<file path="src/mode_timing_map.vh">
`ifndef MODE_TIMING_MAP_VH
`define MODE_TIMING_MAP_VH
// ----------------------------------------------------------------------
// register offsets
// ----------------------------------------------------------------------
`define ADDR_OUTPUT_FEATURE 5'h07
`define ADDR_INPUT_FORMAT   5'h08
`define ADDR_LUMA_LIMIT     5'h09
`define ADDR_TIMING_MODE    5'h0a
`define ADDR_SYNC_SHAPE     5'h0b
`define REG_RESET           8'h00
// ----------------------------------------------------------------------
// output_feature_enable fields
// ----------------------------------------------------------------------
`define BIT_HUE_EN          2
`define BIT_BRIGHT_EN       3
`define BIT_SHARP_EN        4
`define BIT_SYNC_SEL        5
`define BIT_PIN_DIR         6
`define BIT_CLAMP_SEL       7
// ----------------------------------------------------------------------
// input_format_config fields
// ----------------------------------------------------------------------
`define BIT_PROG_EN         0
`define BIT_DBUF_EN         2
`define BIT_WIDE_EN         3
`define BIT_TEN_EN          4
`define BIT_DNR_EN          5
`define BIT_GAMMA_EN        6
`define BIT_GAMMA_SEL       7
// ----------------------------------------------------------------------
// luma_limit_burst_config fields
// ----------------------------------------------------------------------
`define LIM_LO              0
`define LIM_HI              1
`define BIT_BB_A            2
`define BIT_BB_B            3
`define CDLY_LO             5
`define CDLY_HI             7
// ----------------------------------------------------------------------
// timing_mode_control fields
// ----------------------------------------------------------------------
`define BIT_MASTER          0
`define TMODE_LO            1
`define TMODE_HI            2
`define BIT_BLANK_SEL       3
`define LDLY_LO             4
`define LDLY_HI             5
`define BIT_MIN_LUMA        6
`define BIT_TRESET          7
// ----------------------------------------------------------------------
// encodings
// ----------------------------------------------------------------------
`define FILT_EXTENDED       3'h4
`define PORT_8              2'h0
`define PORT_10             2'h1
`define PORT_16             2'h2
`define PORT_20             2'h3
`define LIM_OFF             2'h0
`define LIM_N1P5            2'h1
`define LIM_N6              2'h2
`define LIM_N11             2'h3
`define LUMA_FLOOR_SYNC     2'h0
`define LUMA_FLOOR_7IRE     2'h1
`define PIN_MODE_TTX_IN     2'h0
`define PIN_MODE_VSYNC_OUT  2'h1
`define PIN_MODE_CLAMP_OUT  2'h2
`define LDLY_STEP           3'h2
`define TMODE_EDGE          2'h1
`define TMODE_VWIDTH        2'h2
// ----------------------------------------------------------------------
// sync_shape_control fields
// ----------------------------------------------------------------------
`define HSW_LO              0
`define HSW_HI              1
`define HVD_LO              2
`define HVD_HI              3
`define VSE_LO              4
`define VSE_HI              5
`define PIX_LO              6
`define PIX_HI              7
`endif

</file>
<file path="src/mode_timing_regs.v">
`include "mode_timing_map.vh"

// Behaviour
// - hue enable applies programmed hue rotation
// - brightness enable adds set-up level
// - sharpness only with extended luma filter
// - sync pin carries composite or horizontal sync
// - shared pin output or teletext input
// - output carries clamp or vertical sync
// - progressive input, never with 16-bit port
// - port width from wide and ten-bit
// - double buffering, not in master mode
// - noise reduction stage or bypass
// - gamma enable, curve A or B
// - undershoot limit only at 4x oversampling
// - 2x or RGB no-sync forces undershoot limit off
// - black burst enables drive luma DAC
// - chroma delay up to eight cycles
// - master/slave and timing mode select
// - blank select, high pin disables external
// - luma delay zero to six cycles
// - min luma clamps 7 IRE below blank
// - low-high-low toggle resets timing counters
// - hsync width, offset, vsync edge/width
// - hsync to pixel adjust, both modes
module mode_timing_regs (
    input  wire       clock,
    input  wire       rst_b,
    input  wire       wr_en,
    input  wire       rd_en,
    input  wire [4:0] addr,
    input  wire [7:0] wr_data,
    output reg  [7:0] rd_data,
    output reg        rd_hit,
    input  wire       field_start,
    input  wire       oversample_select,
    input  wire       rgb_no_sync,
    input  wire [2:0] luma_filter_select,
    input  wire       blank_pin_high,
    output reg        hue_adjust_enable,
    output reg        brightness_enable,
    output reg        sharpness_active,
    output reg        sync_output_select,
    output reg        shared_pin_direction,
    output reg  [1:0] shared_pin_mode,
    output reg        progressive_input_enable,
    output reg  [1:0] port_format,
    output reg        double_buffer_active,
    output reg        noise_reduction_enable,
    output reg        gamma_enable,
    output reg        gamma_curve_select,
    output reg  [1:0] undershoot_limit_level,
    output reg  [1:0] luma_floor_mode,
    output reg        black_burst_enable_a,
    output reg        black_burst_enable_b,
    output reg  [2:0] chroma_delay_field,
    output reg        master_slave_select,
    output reg  [1:0] timing_mode_field,
    output reg        external_blank_enable,
    output reg  [2:0] luma_delay_cycles,
    output reg        timing_counter_reset,
    output reg  [1:0] hsync_width_field,
    output reg  [1:0] hsync_vsync_delay_field,
    output reg  [1:0] vsync_edge_offset,
    output reg  [1:0] vsync_width,
    output reg  [1:0] hsync_pixel_adjust_field
);

// ----------------------------------------------------------------------
// register storage
// ----------------------------------------------------------------------
reg  [7:0] output_feature_enable_r;
reg  [7:0] input_format_config_r;
reg  [7:0] luma_limit_burst_config_r;
reg  [7:0] timing_mode_control_r;
reg  [7:0] sync_shape_control_r;
reg        treset_armed_r;
reg        hue_act_r;
reg        gamma_sel_act_r;
reg        blank_meta_r;
reg        blank_sync_r;

// ----------------------------------------------------------------------
// blank pin synchroniser
// ----------------------------------------------------------------------
// the pin is asynchronous to this clock; only the second stage is read
always @(posedge clock) begin
    if (!rst_b) begin
        blank_meta_r <= 1'b0;
        blank_sync_r <= 1'b0;
    end else begin
        blank_meta_r <= blank_pin_high;
        blank_sync_r <= blank_meta_r;
    end
end

wire wr_feat = wr_en && (addr == `ADDR_OUTPUT_FEATURE);
wire wr_fmt  = wr_en && (addr == `ADDR_INPUT_FORMAT);
wire wr_tr0  = wr_en && (addr == `ADDR_TIMING_MODE);

// double buffering only in slave timing
wire dbuf_on = input_format_config_r[`BIT_DBUF_EN]
               && !timing_mode_control_r[`BIT_MASTER];

always @(posedge clock) begin
    if (!rst_b) begin
        output_feature_enable_r   <= `REG_RESET;
        input_format_config_r     <= `REG_RESET;
        luma_limit_burst_config_r <= `REG_RESET;
        timing_mode_control_r     <= `REG_RESET;
        sync_shape_control_r      <= `REG_RESET;
    end else if (wr_en) begin
        case (addr)
            `ADDR_OUTPUT_FEATURE: output_feature_enable_r   <= wr_data;
            `ADDR_INPUT_FORMAT:   input_format_config_r     <= wr_data;
            `ADDR_LUMA_LIMIT:     luma_limit_burst_config_r <= wr_data;
            `ADDR_TIMING_MODE:    timing_mode_control_r     <= wr_data;
            `ADDR_SYNC_SHAPE:     sync_shape_control_r      <= wr_data;
            default: ;
        endcase
    end
end

// ----------------------------------------------------------------------
// shadowed settings: hue enable and gamma curve select
// ----------------------------------------------------------------------
// the shadow is the register itself; with double buffering on, the active copy moves only at field start
// so a mid-field write never tears the picture
always @(posedge clock) begin
    if (!rst_b) begin
        hue_act_r       <= 1'b0;
        gamma_sel_act_r <= 1'b0;
    end else if (!dbuf_on || field_start) begin
        hue_act_r       <= output_feature_enable_r[`BIT_HUE_EN];
        gamma_sel_act_r <= input_format_config_r[`BIT_GAMMA_SEL];
    end
end

// ----------------------------------------------------------------------
// timing counter reset sequence
// ----------------------------------------------------------------------
// pulse on the falling write after a high write: low, high, low
always @(posedge clock) begin
    if (!rst_b) begin
        treset_armed_r       <= 1'b0;
        timing_counter_reset <= 1'b0;
    end else begin
        timing_counter_reset <= 1'b0;
        if (wr_tr0) begin
            if (wr_data[`BIT_TRESET] && !timing_mode_control_r[`BIT_TRESET])
                treset_armed_r <= 1'b1;
            if (!wr_data[`BIT_TRESET] && treset_armed_r) begin
                treset_armed_r       <= 1'b0;
                timing_counter_reset <= 1'b1;
            end
        end
    end
end

// ----------------------------------------------------------------------
// read back
// ----------------------------------------------------------------------
always @(posedge clock) begin
    if (!rst_b) begin
        rd_data <= `REG_RESET;
        rd_hit  <= 1'b0;
    end else begin
        rd_hit  <= 1'b0;
        rd_data <= `REG_RESET;
        if (rd_en) begin
            rd_hit <= 1'b1;
            case (addr)
                `ADDR_OUTPUT_FEATURE: rd_data <= output_feature_enable_r;
                `ADDR_INPUT_FORMAT:   rd_data <= input_format_config_r;
                `ADDR_LUMA_LIMIT:     rd_data <= luma_limit_burst_config_r;
                `ADDR_TIMING_MODE:    rd_data <= timing_mode_control_r;
                `ADDR_SYNC_SHAPE:     rd_data <= sync_shape_control_r;
                default:              rd_hit  <= 1'b0;
            endcase
        end
    end
end

// ----------------------------------------------------------------------
// decoded controls
// ----------------------------------------------------------------------
reg  [1:0] port_nxt;
reg  [1:0] pin_nxt;
reg  [1:0] floor_nxt;
reg  [1:0] lim_nxt;

always @* begin
    port_nxt = {input_format_config_r[`BIT_WIDE_EN],
                input_format_config_r[`BIT_TEN_EN]};
    // progressive mode cannot share the 16-bit port; fall back to 8-bit
    if (input_format_config_r[`BIT_PROG_EN] && port_nxt == `PORT_16)
        port_nxt = `PORT_8;
    if (!output_feature_enable_r[`BIT_PIN_DIR])
        pin_nxt = `PIN_MODE_TTX_IN;
    else if (output_feature_enable_r[`BIT_CLAMP_SEL])
        pin_nxt = `PIN_MODE_CLAMP_OUT;
    else
        pin_nxt = `PIN_MODE_VSYNC_OUT;
    lim_nxt = luma_limit_burst_config_r[`LIM_HI:`LIM_LO];
    floor_nxt = timing_mode_control_r[`BIT_MIN_LUMA] ? `LUMA_FLOOR_7IRE
                                                     : `LUMA_FLOOR_SYNC;
    if (!oversample_select || rgb_no_sync)
        lim_nxt = `LIM_OFF;
end

always @(posedge clock) begin
    if (!rst_b) begin
        hue_adjust_enable        <= 1'b0;
        brightness_enable        <= 1'b0;
        sharpness_active         <= 1'b0;
        sync_output_select       <= 1'b0;
        shared_pin_direction     <= 1'b0;
        shared_pin_mode          <= `PIN_MODE_TTX_IN;
        progressive_input_enable <= 1'b0;
        port_format              <= `PORT_8;
        double_buffer_active     <= 1'b0;
        noise_reduction_enable   <= 1'b0;
        gamma_enable             <= 1'b0;
        gamma_curve_select       <= 1'b0;
        undershoot_limit_level   <= `LIM_OFF;
        luma_floor_mode          <= `LUMA_FLOOR_SYNC;
        black_burst_enable_a     <= 1'b0;
        black_burst_enable_b     <= 1'b0;
        chroma_delay_field       <= 3'h0;
        master_slave_select      <= 1'b0;
        timing_mode_field        <= 2'h0;
        external_blank_enable    <= 1'b0;
        luma_delay_cycles        <= 3'h0;
        hsync_width_field        <= 2'h0;
        hsync_vsync_delay_field  <= 2'h0;
        vsync_edge_offset        <= 2'h0;
        vsync_width              <= 2'h0;
        hsync_pixel_adjust_field <= 2'h0;
    end else begin
        hue_adjust_enable        <= hue_act_r;
        brightness_enable        <= output_feature_enable_r[`BIT_BRIGHT_EN];
        sharpness_active         <= output_feature_enable_r[`BIT_SHARP_EN]
                                    && (luma_filter_select == `FILT_EXTENDED);
        sync_output_select       <= output_feature_enable_r[`BIT_SYNC_SEL];
        shared_pin_direction     <= output_feature_enable_r[`BIT_PIN_DIR];
        shared_pin_mode          <= pin_nxt;
        progressive_input_enable <= input_format_config_r[`BIT_PROG_EN];
        port_format              <= port_nxt;
        double_buffer_active     <= dbuf_on;
        noise_reduction_enable   <= input_format_config_r[`BIT_DNR_EN];
        gamma_enable             <= input_format_config_r[`BIT_GAMMA_EN];
        gamma_curve_select       <= gamma_sel_act_r;
        undershoot_limit_level   <= lim_nxt;
        luma_floor_mode          <= floor_nxt;
        black_burst_enable_a     <= luma_limit_burst_config_r[`BIT_BB_A];
        black_burst_enable_b     <= luma_limit_burst_config_r[`BIT_BB_B];
        chroma_delay_field       <= luma_limit_burst_config_r[`CDLY_HI:`CDLY_LO];
        master_slave_select      <= timing_mode_control_r[`BIT_MASTER];
        timing_mode_field        <= timing_mode_control_r[`TMODE_HI:`TMODE_LO];
        // a high pin overrides the register and forces internal blanking
        external_blank_enable    <= timing_mode_control_r[`BIT_BLANK_SEL]
                                    && !blank_sync_r;
        // two-bit code in steps of two cycles gives 0..6
        luma_delay_cycles        <= {1'b0, timing_mode_control_r[`LDLY_HI:`LDLY_LO]}
                                    * `LDLY_STEP;
        hsync_width_field        <= sync_shape_control_r[`HSW_HI:`HSW_LO];
        hsync_vsync_delay_field  <= sync_shape_control_r[`HVD_HI:`HVD_LO];
        vsync_edge_offset        <= (timing_mode_control_r[`TMODE_HI:`TMODE_LO] == `TMODE_EDGE)
                                    ? sync_shape_control_r[`VSE_HI:`VSE_LO] : 2'h0;
        vsync_width              <= (timing_mode_control_r[`TMODE_HI:`TMODE_LO] == `TMODE_VWIDTH)
                                    ? sync_shape_control_r[`VSE_HI:`VSE_LO] : 2'h0;
        hsync_pixel_adjust_field <= sync_shape_control_r[`PIX_HI:`PIX_LO];
    end
end

endmodule // mode_timing_regs

</file>
<file path="config.mk">
export PLATFORM = sky130hd
export DESIGN_NAME = mode_timing_regs
export DESIGN_NICKNAME = d
export VERILOG_FILES = /design/src/mode_timing_regs.v
export VERILOG_INCLUDE_DIRS = /design/src
export SDC_FILE = /design/constraint.sdc
export NUM_CORES = 1
export LEC_CHECK = 0
export ABC_CLOCK_PERIOD_IN_PS = 1400
export BUFFER_PORTS_ARGS = -buffer_cell sky130_fd_sc_hd__buf_2
export CAP_MARGIN = 30
export CORE_MARGIN = 1
export CORE_UTILIZATION = 45
export CTS_CLUSTER_DIAMETER = 150
export CTS_CLUSTER_SIZE = 24
export DETAILED_ROUTE_END_ITERATION = 10
export PLACE_DENSITY_LB_ADDON = 0.25
export RECOVER_POWER = 50
export SLEW_MARGIN = 20
export SYNTH_ARGS = -nofsm -noshare
export SYNTH_HDL_FRONTEND = slang
export SYNTH_SLANG_ARGS = --single-unit
export TNS_END_PERCENT = 10
</file>
<file path="constraint.sdc">
create_clock -name clock -period 1.4 [get_ports clock]
set_clock_uncertainty 0.05 [all_clocks]
set_input_delay 0 -clock clock [delete_from_list [all_inputs] [get_ports clock]]
set_output_delay 0 -clock clock [all_outputs]
set_load 0.01 [all_outputs]
</file>
# Word-level counts from Yosys, hierarchy flattened
# Index checks and enable logic that the tools add are counted.
dict set report word_totals {
  reg_bits 95
  output_inout_bits 50
  word_cells 87
}
dict set report classes {
  n_eq_ne 9
  n_mux 7
  bitwise_logic 1
  reduce_logical 30
}
# op count
set op_table {}
lappend op_table {{case mux 8 bit (5 select lines)} 1}
lappend op_table {{AND reduction 2 bit} 11}
lappend op_table {{== test 5 x 4 -> 1 bit, second input constant} 4}
lappend op_table {{logical AND 1 bit} 7}
lappend op_table {{zero test 1 bit} 6}
lappend op_table {{== test 5 x 3 -> 1 bit, second input constant} 1}
lappend op_table {{two-way mux 1 bit} 5}
lappend op_table {{OR reduction 5 bit} 1}
lappend op_table {{== test 2 bit, second input constant} 2}
lappend op_table {{OR reduction 2 bit} 2}
lappend op_table {{== test 3 bit, second input constant} 1}
lappend op_table {{== test 2 x 1 -> 1 bit, second input constant} 1}
lappend op_table {{logical OR 1 bit} 2}
lappend op_table {{two-way mux 2 bit} 1}
lappend op_table {{nonzero test 2 bit} 1}
lappend op_table {{inverter 1 bit} 1}

# Depth between registers and ports, before layout
dict set report logic_depth {
  word_depth 4
  depth_mapped 5
}

# Worst setup path before layout
# OpenSTA, ideal clock, no wires.
dict set report synth_timing {
  path_type {input to register}
  from {input addr[1]}
  to {register input_format_config_r[4]}
  setup_ns 0.132
  t_arrival_ns 1.006
  required_ns 1.218
  setup_slack_ns 0.212
  cell_stages 5
  path_buffers 2
  path_cell_list {or4b_1 -> buf_6 -> buf_8 -> o21ai_0 -> a21oi_1}
}
dict set report synth_between {
  elab_chain_cells 2
}
# item line
set synth_rtl {}
lappend synth_rtl {{start: declaration} mode_timing_regs.v:31} ;# input wire [4:0] addr,
lappend synth_rtl {{== test 5 x 4 -> 1 bit} mode_timing_regs.v:113} ;# case (addr)
lappend synth_rtl {{AND reduction 2 bit (no source line)} n/a}
lappend synth_rtl {{end signal: assignment} mode_timing_regs.v:108} ;# input_format_config_r <= `REG_RESET;
lappend synth_rtl {{end signal: assignment} mode_timing_regs.v:115} ;# `ADDR_INPUT_FORMAT: input_format_config_r <= wr_data;
lappend synth_rtl {{end: declaration} mode_timing_regs.v:73} ;# reg [7:0] input_format_config_r;
# Every way passes these cells.
# A chain may end at the register's enable or synchronous reset.

# Worst setup path after layout
dict set report layout_timing {
  from {register luma_limit_burst_config_r[0]}
  to {register undershoot_limit_level[0]}
}
# item line
set layout_rtl {}
lappend layout_rtl {{start: declaration} mode_timing_regs.v:74} ;# reg [7:0] luma_limit_burst_config_r;
lappend layout_rtl {{start signal: assignment} mode_timing_regs.v:109} ;# luma_limit_burst_config_r <= `REG_RESET;
lappend layout_rtl {{start signal: assignment} mode_timing_regs.v:116} ;# `ADDR_LUMA_LIMIT: luma_limit_burst_config_r <= wr_data;
lappend layout_rtl {{end signal: assignment} mode_timing_regs.v:225} ;# undershoot_limit_level <= `LIM_OFF;
lappend layout_rtl {{end signal: assignment} mode_timing_regs.v:253} ;# undershoot_limit_level <= lim_nxt;
lappend layout_rtl {{end: declaration} mode_timing_regs.v:52} ;# output reg [1:0] undershoot_limit_level,
# No word-level cell between the ends.

==> qor.csv <==
stage;metric;value;unit
outcome;outcome;complete, no violations;
sta;period_needed;1.23;ns
sta;max_freq;0.816;GHz
synthesis;synthMuxAreaShare;0.0346;
drt;finalWirelength;8730;um
critical_path;path_buf_inv;1;
critical_path;cpPeakStageDelay;0.54;ns
global_route;grtUsageTotal;0.224;
synthesis;synth_top_family_by_area;simple AND/OR/NAND/NOR gates;
power;power_density;1110;mW/mm2
sta;slew_headroom;0.556;
sta;hold_viol;0;
global_route;grt_first_pass_wirelength;14000;um
synthesis;synthArstFlopShare;0;
sta;setup_violations;0;
critical_path;arrival;1.44;ns
critical_path;path_cells;and4b_1, dlygate4sd3_1;
final_layout;area_growth;24.1;%
drt;drc;0;
critical_path;ff2ff_setup_slack;0.17;ns
global_route;antenna_found_initial;0;
sta;rsz0062_at_grt;false;
final_layout;layout_common_cells;dfxtp_1, o21ai_0, buf_2;
synthesis;synth-simple-area-share;0.205;
critical_path;end_kind;flip-flop;
critical_path;worstReg2RegStart;luma_limit_burst_config_r[0];
floorplanning;start_util;0.471;
synthesis;syn-instance-count;356;
global_route;grt_max_degree;33;
drt;vias;2965;
critical_path;required;1.61;ns
final_layout;drive_above_1_share;0.199;
global_route;grt_pass1_vias;2871;
floorplanning;dieWidth;89.8;um
hold_path;holdCritPathClass;input port to flip-flop;
clocking;cts_buffer_depth;2;
global_route;overflow;0;
final_layout;final_cell_area;0.00431;mm2
critical_path;cp_top_family;buffers and inverters;
floorplanning;core_area;0.00737;mm2
floorplanning;io_pins;74;
drt;routedWlPerCell;15.8;um
critical_path;critPathKind;flip-flop to flip-flop;
final_layout;diodes;0;
clocking;cts_buffers;9;
drt;highest_layer;met4;
drt;drt-pass1-iter-count;4;
placed_design;portBuffers;71;
final_layout;fin_util;0.585;
drt;drt-met1-wl;3890;um
drt;drt-vias-per-instance;5.38;
drt;dr_wl_met3;528;um
drt;met2_length;4060;um
clocking;post_cts_buffers;0;
critical_path;reg2reg_depth;2;
critical_path;critPathSlowestCell;dlygate4sd3_1;
critical_path;cp_num_cells;2;
sta;setup_ws;0.175;ns
sta;timing.setup.tns;0;ns
critical_path;crit_end;undershoot_limit_level[0];
sta;slew_violations;0;
final_layout;final_common_cell;dfxtp_1;
critical_path;setup.worst_path.start;luma_limit_burst_config_r[0];
critical_path;crit_fanout;3;
synthesis;synth_area;0.00347;mm2
clocking;clock-sinks;93;
clocking;clk_latency;0.37;ns
drt;drt_iter0_markers;191;
critical_path;start_kind;flip-flop;
floorplanning;row_count;31;
synthesis;ys.warnings.count;0;
sta;worst_pin_slew;0.666;ns
clocking;cts.root.buffer_cell;clkbuf_8;
clocking;clk_pin_slew;0.10;ns
synthesis;synth_flop_cell;dfxtp_1;
synthesis;syn_avg_cell_area;9.75;um2
floorplanning;chipHeight;89.8;um
synthesis;synth_xor_area_frac;0;
final_layout;nNetsFinal;471;
synthesis;synthAdderAreaFrac;0;
flow_run;drv_cap;0;
synthesis;synth_edf_count;0;
clocking;h-tree-depth;3;
synthesis;seq_area_frac_synth;0.536;
placed_design;placed_cell_area;0.00401;mm2
sta;hold_slack;0.0354;ns
placed_design;dp_slack;0.0414;ns
synthesis;ys_types;36;
synthesis;ys_ff_latch;93;
placed_design;hpwlAfterDp;6170;um
critical_path;r2r_end;undershoot_limit_level[0];
floorplanning;die_area;0.00807;mm2
power;peakVddDrop;490;uV
placed_design;place_congestion;0.871;
sta;finalCritPeriodShare;0.875;
drt;antenna_left;0;
synthesis;synth_area_leaders;dfxtp_1, o21ai_0, and3b_1;
clocking;cts-resized-gates;0;
power;p_leak;1.72;nW
synthesis;yosys.area.top_type;dfxtp_1;
power;power;4.76;mW
synthesis;synth_compound_area_frac;0.174;
synthesis;synth_top_area_share;0.536;
clocking;cts_tree;built;
placed_design;dp.cells;520;
final_layout;final-instance-count-excl-fill;551;
-- cell type report --
cell class | count | area (um2)
clock buffer | 9 | 124
clock inverter | 7 | 73.8
fill | 689 | 3060
inverter | 6 | 22.5
multi-input combinational | 229 | 1450
sequential | 93 | 1860
tap | 99 | 124
timing repair buffer | 108 | 651
-- synthesized netlist by cell type (all sizes together) (2+ instances only) --
master	count
dfxtp	93
o21ai	53
a21oi	28
nand3	27
and2	26
and3b	18
clkbuf	18
nand2	12
buf	11
a211oi	8
a32oi	8
mux2	8
nor3b	8
inv	6
o31ai	6
nor2	5
mux2i	3
and4b	2
nand3b	2
nor2b	2
nor3	2
-- worst register-to-register path: cells and delay by family (launching register included) --
kind / cells / cell delay, ns
buf+inv: 1 / 0.54
simple gates: 1 / 0.19
flops: 1 / 0.34
-- per-layer routing --
layer  global-route usage  vias up
li1                     -     1451
met1                0.276     1395
met2                0.361      102
met3               0.0575       17
met4                0.115        0
met5                    0        -
-- report_power, final --
group          leakage [nW]  switching, mW  internal (mW)
sequential            0.750        0.00842           2.66
combinational         0.869          0.184          0.121
clock                0.0996          0.959          0.831
-- logic make-up after synthesis --
group,Yosys count
DFF,93
muxes,11
buffers and inverters,35
AOI/OAI and AO/OA,105
other,1
and+or+nand+nor,111
-- registers in the layout, indices dropped and copies added, names as in the netlist, 3 cells and up --
| register | cells |
|---|---|
| input_format_config_r | 8 |
| luma_limit_burst_config_r | 8 |
| output_feature_enable_r | 8 |
| rd_data | 8 |
| sync_shape_control_r | 8 |
| timing_mode_control_r | 8 |
| chroma_delay_field | 3 |
-- repair_timing --
item | CTS | global route
hold buffers | 15 | 0
setup endpoints to repair | 0 | 0
hold endpoints to repair | 49 | 0
-- worst min-delay path by stage --
stage / startpoint / endpoint / slack, ns / cells after the start
2_1_floorplan: wr_data[7] / timing_counter_reset / 0.03 / 1
3_3_place_gp: blank_pin_high / blank_meta_r / 0.16 / 2
3_5_place_dp: blank_pin_high / blank_meta_r / 0.16 / 2
4_1_cts: rd_en / rd_hit / 0.02 / 3
5_1_grt: field_start / hue_act_r / 0.06 / 5
6_report: rd_en / rd_hit / 0.04 / 3
(Power assumes the default switching activity.)
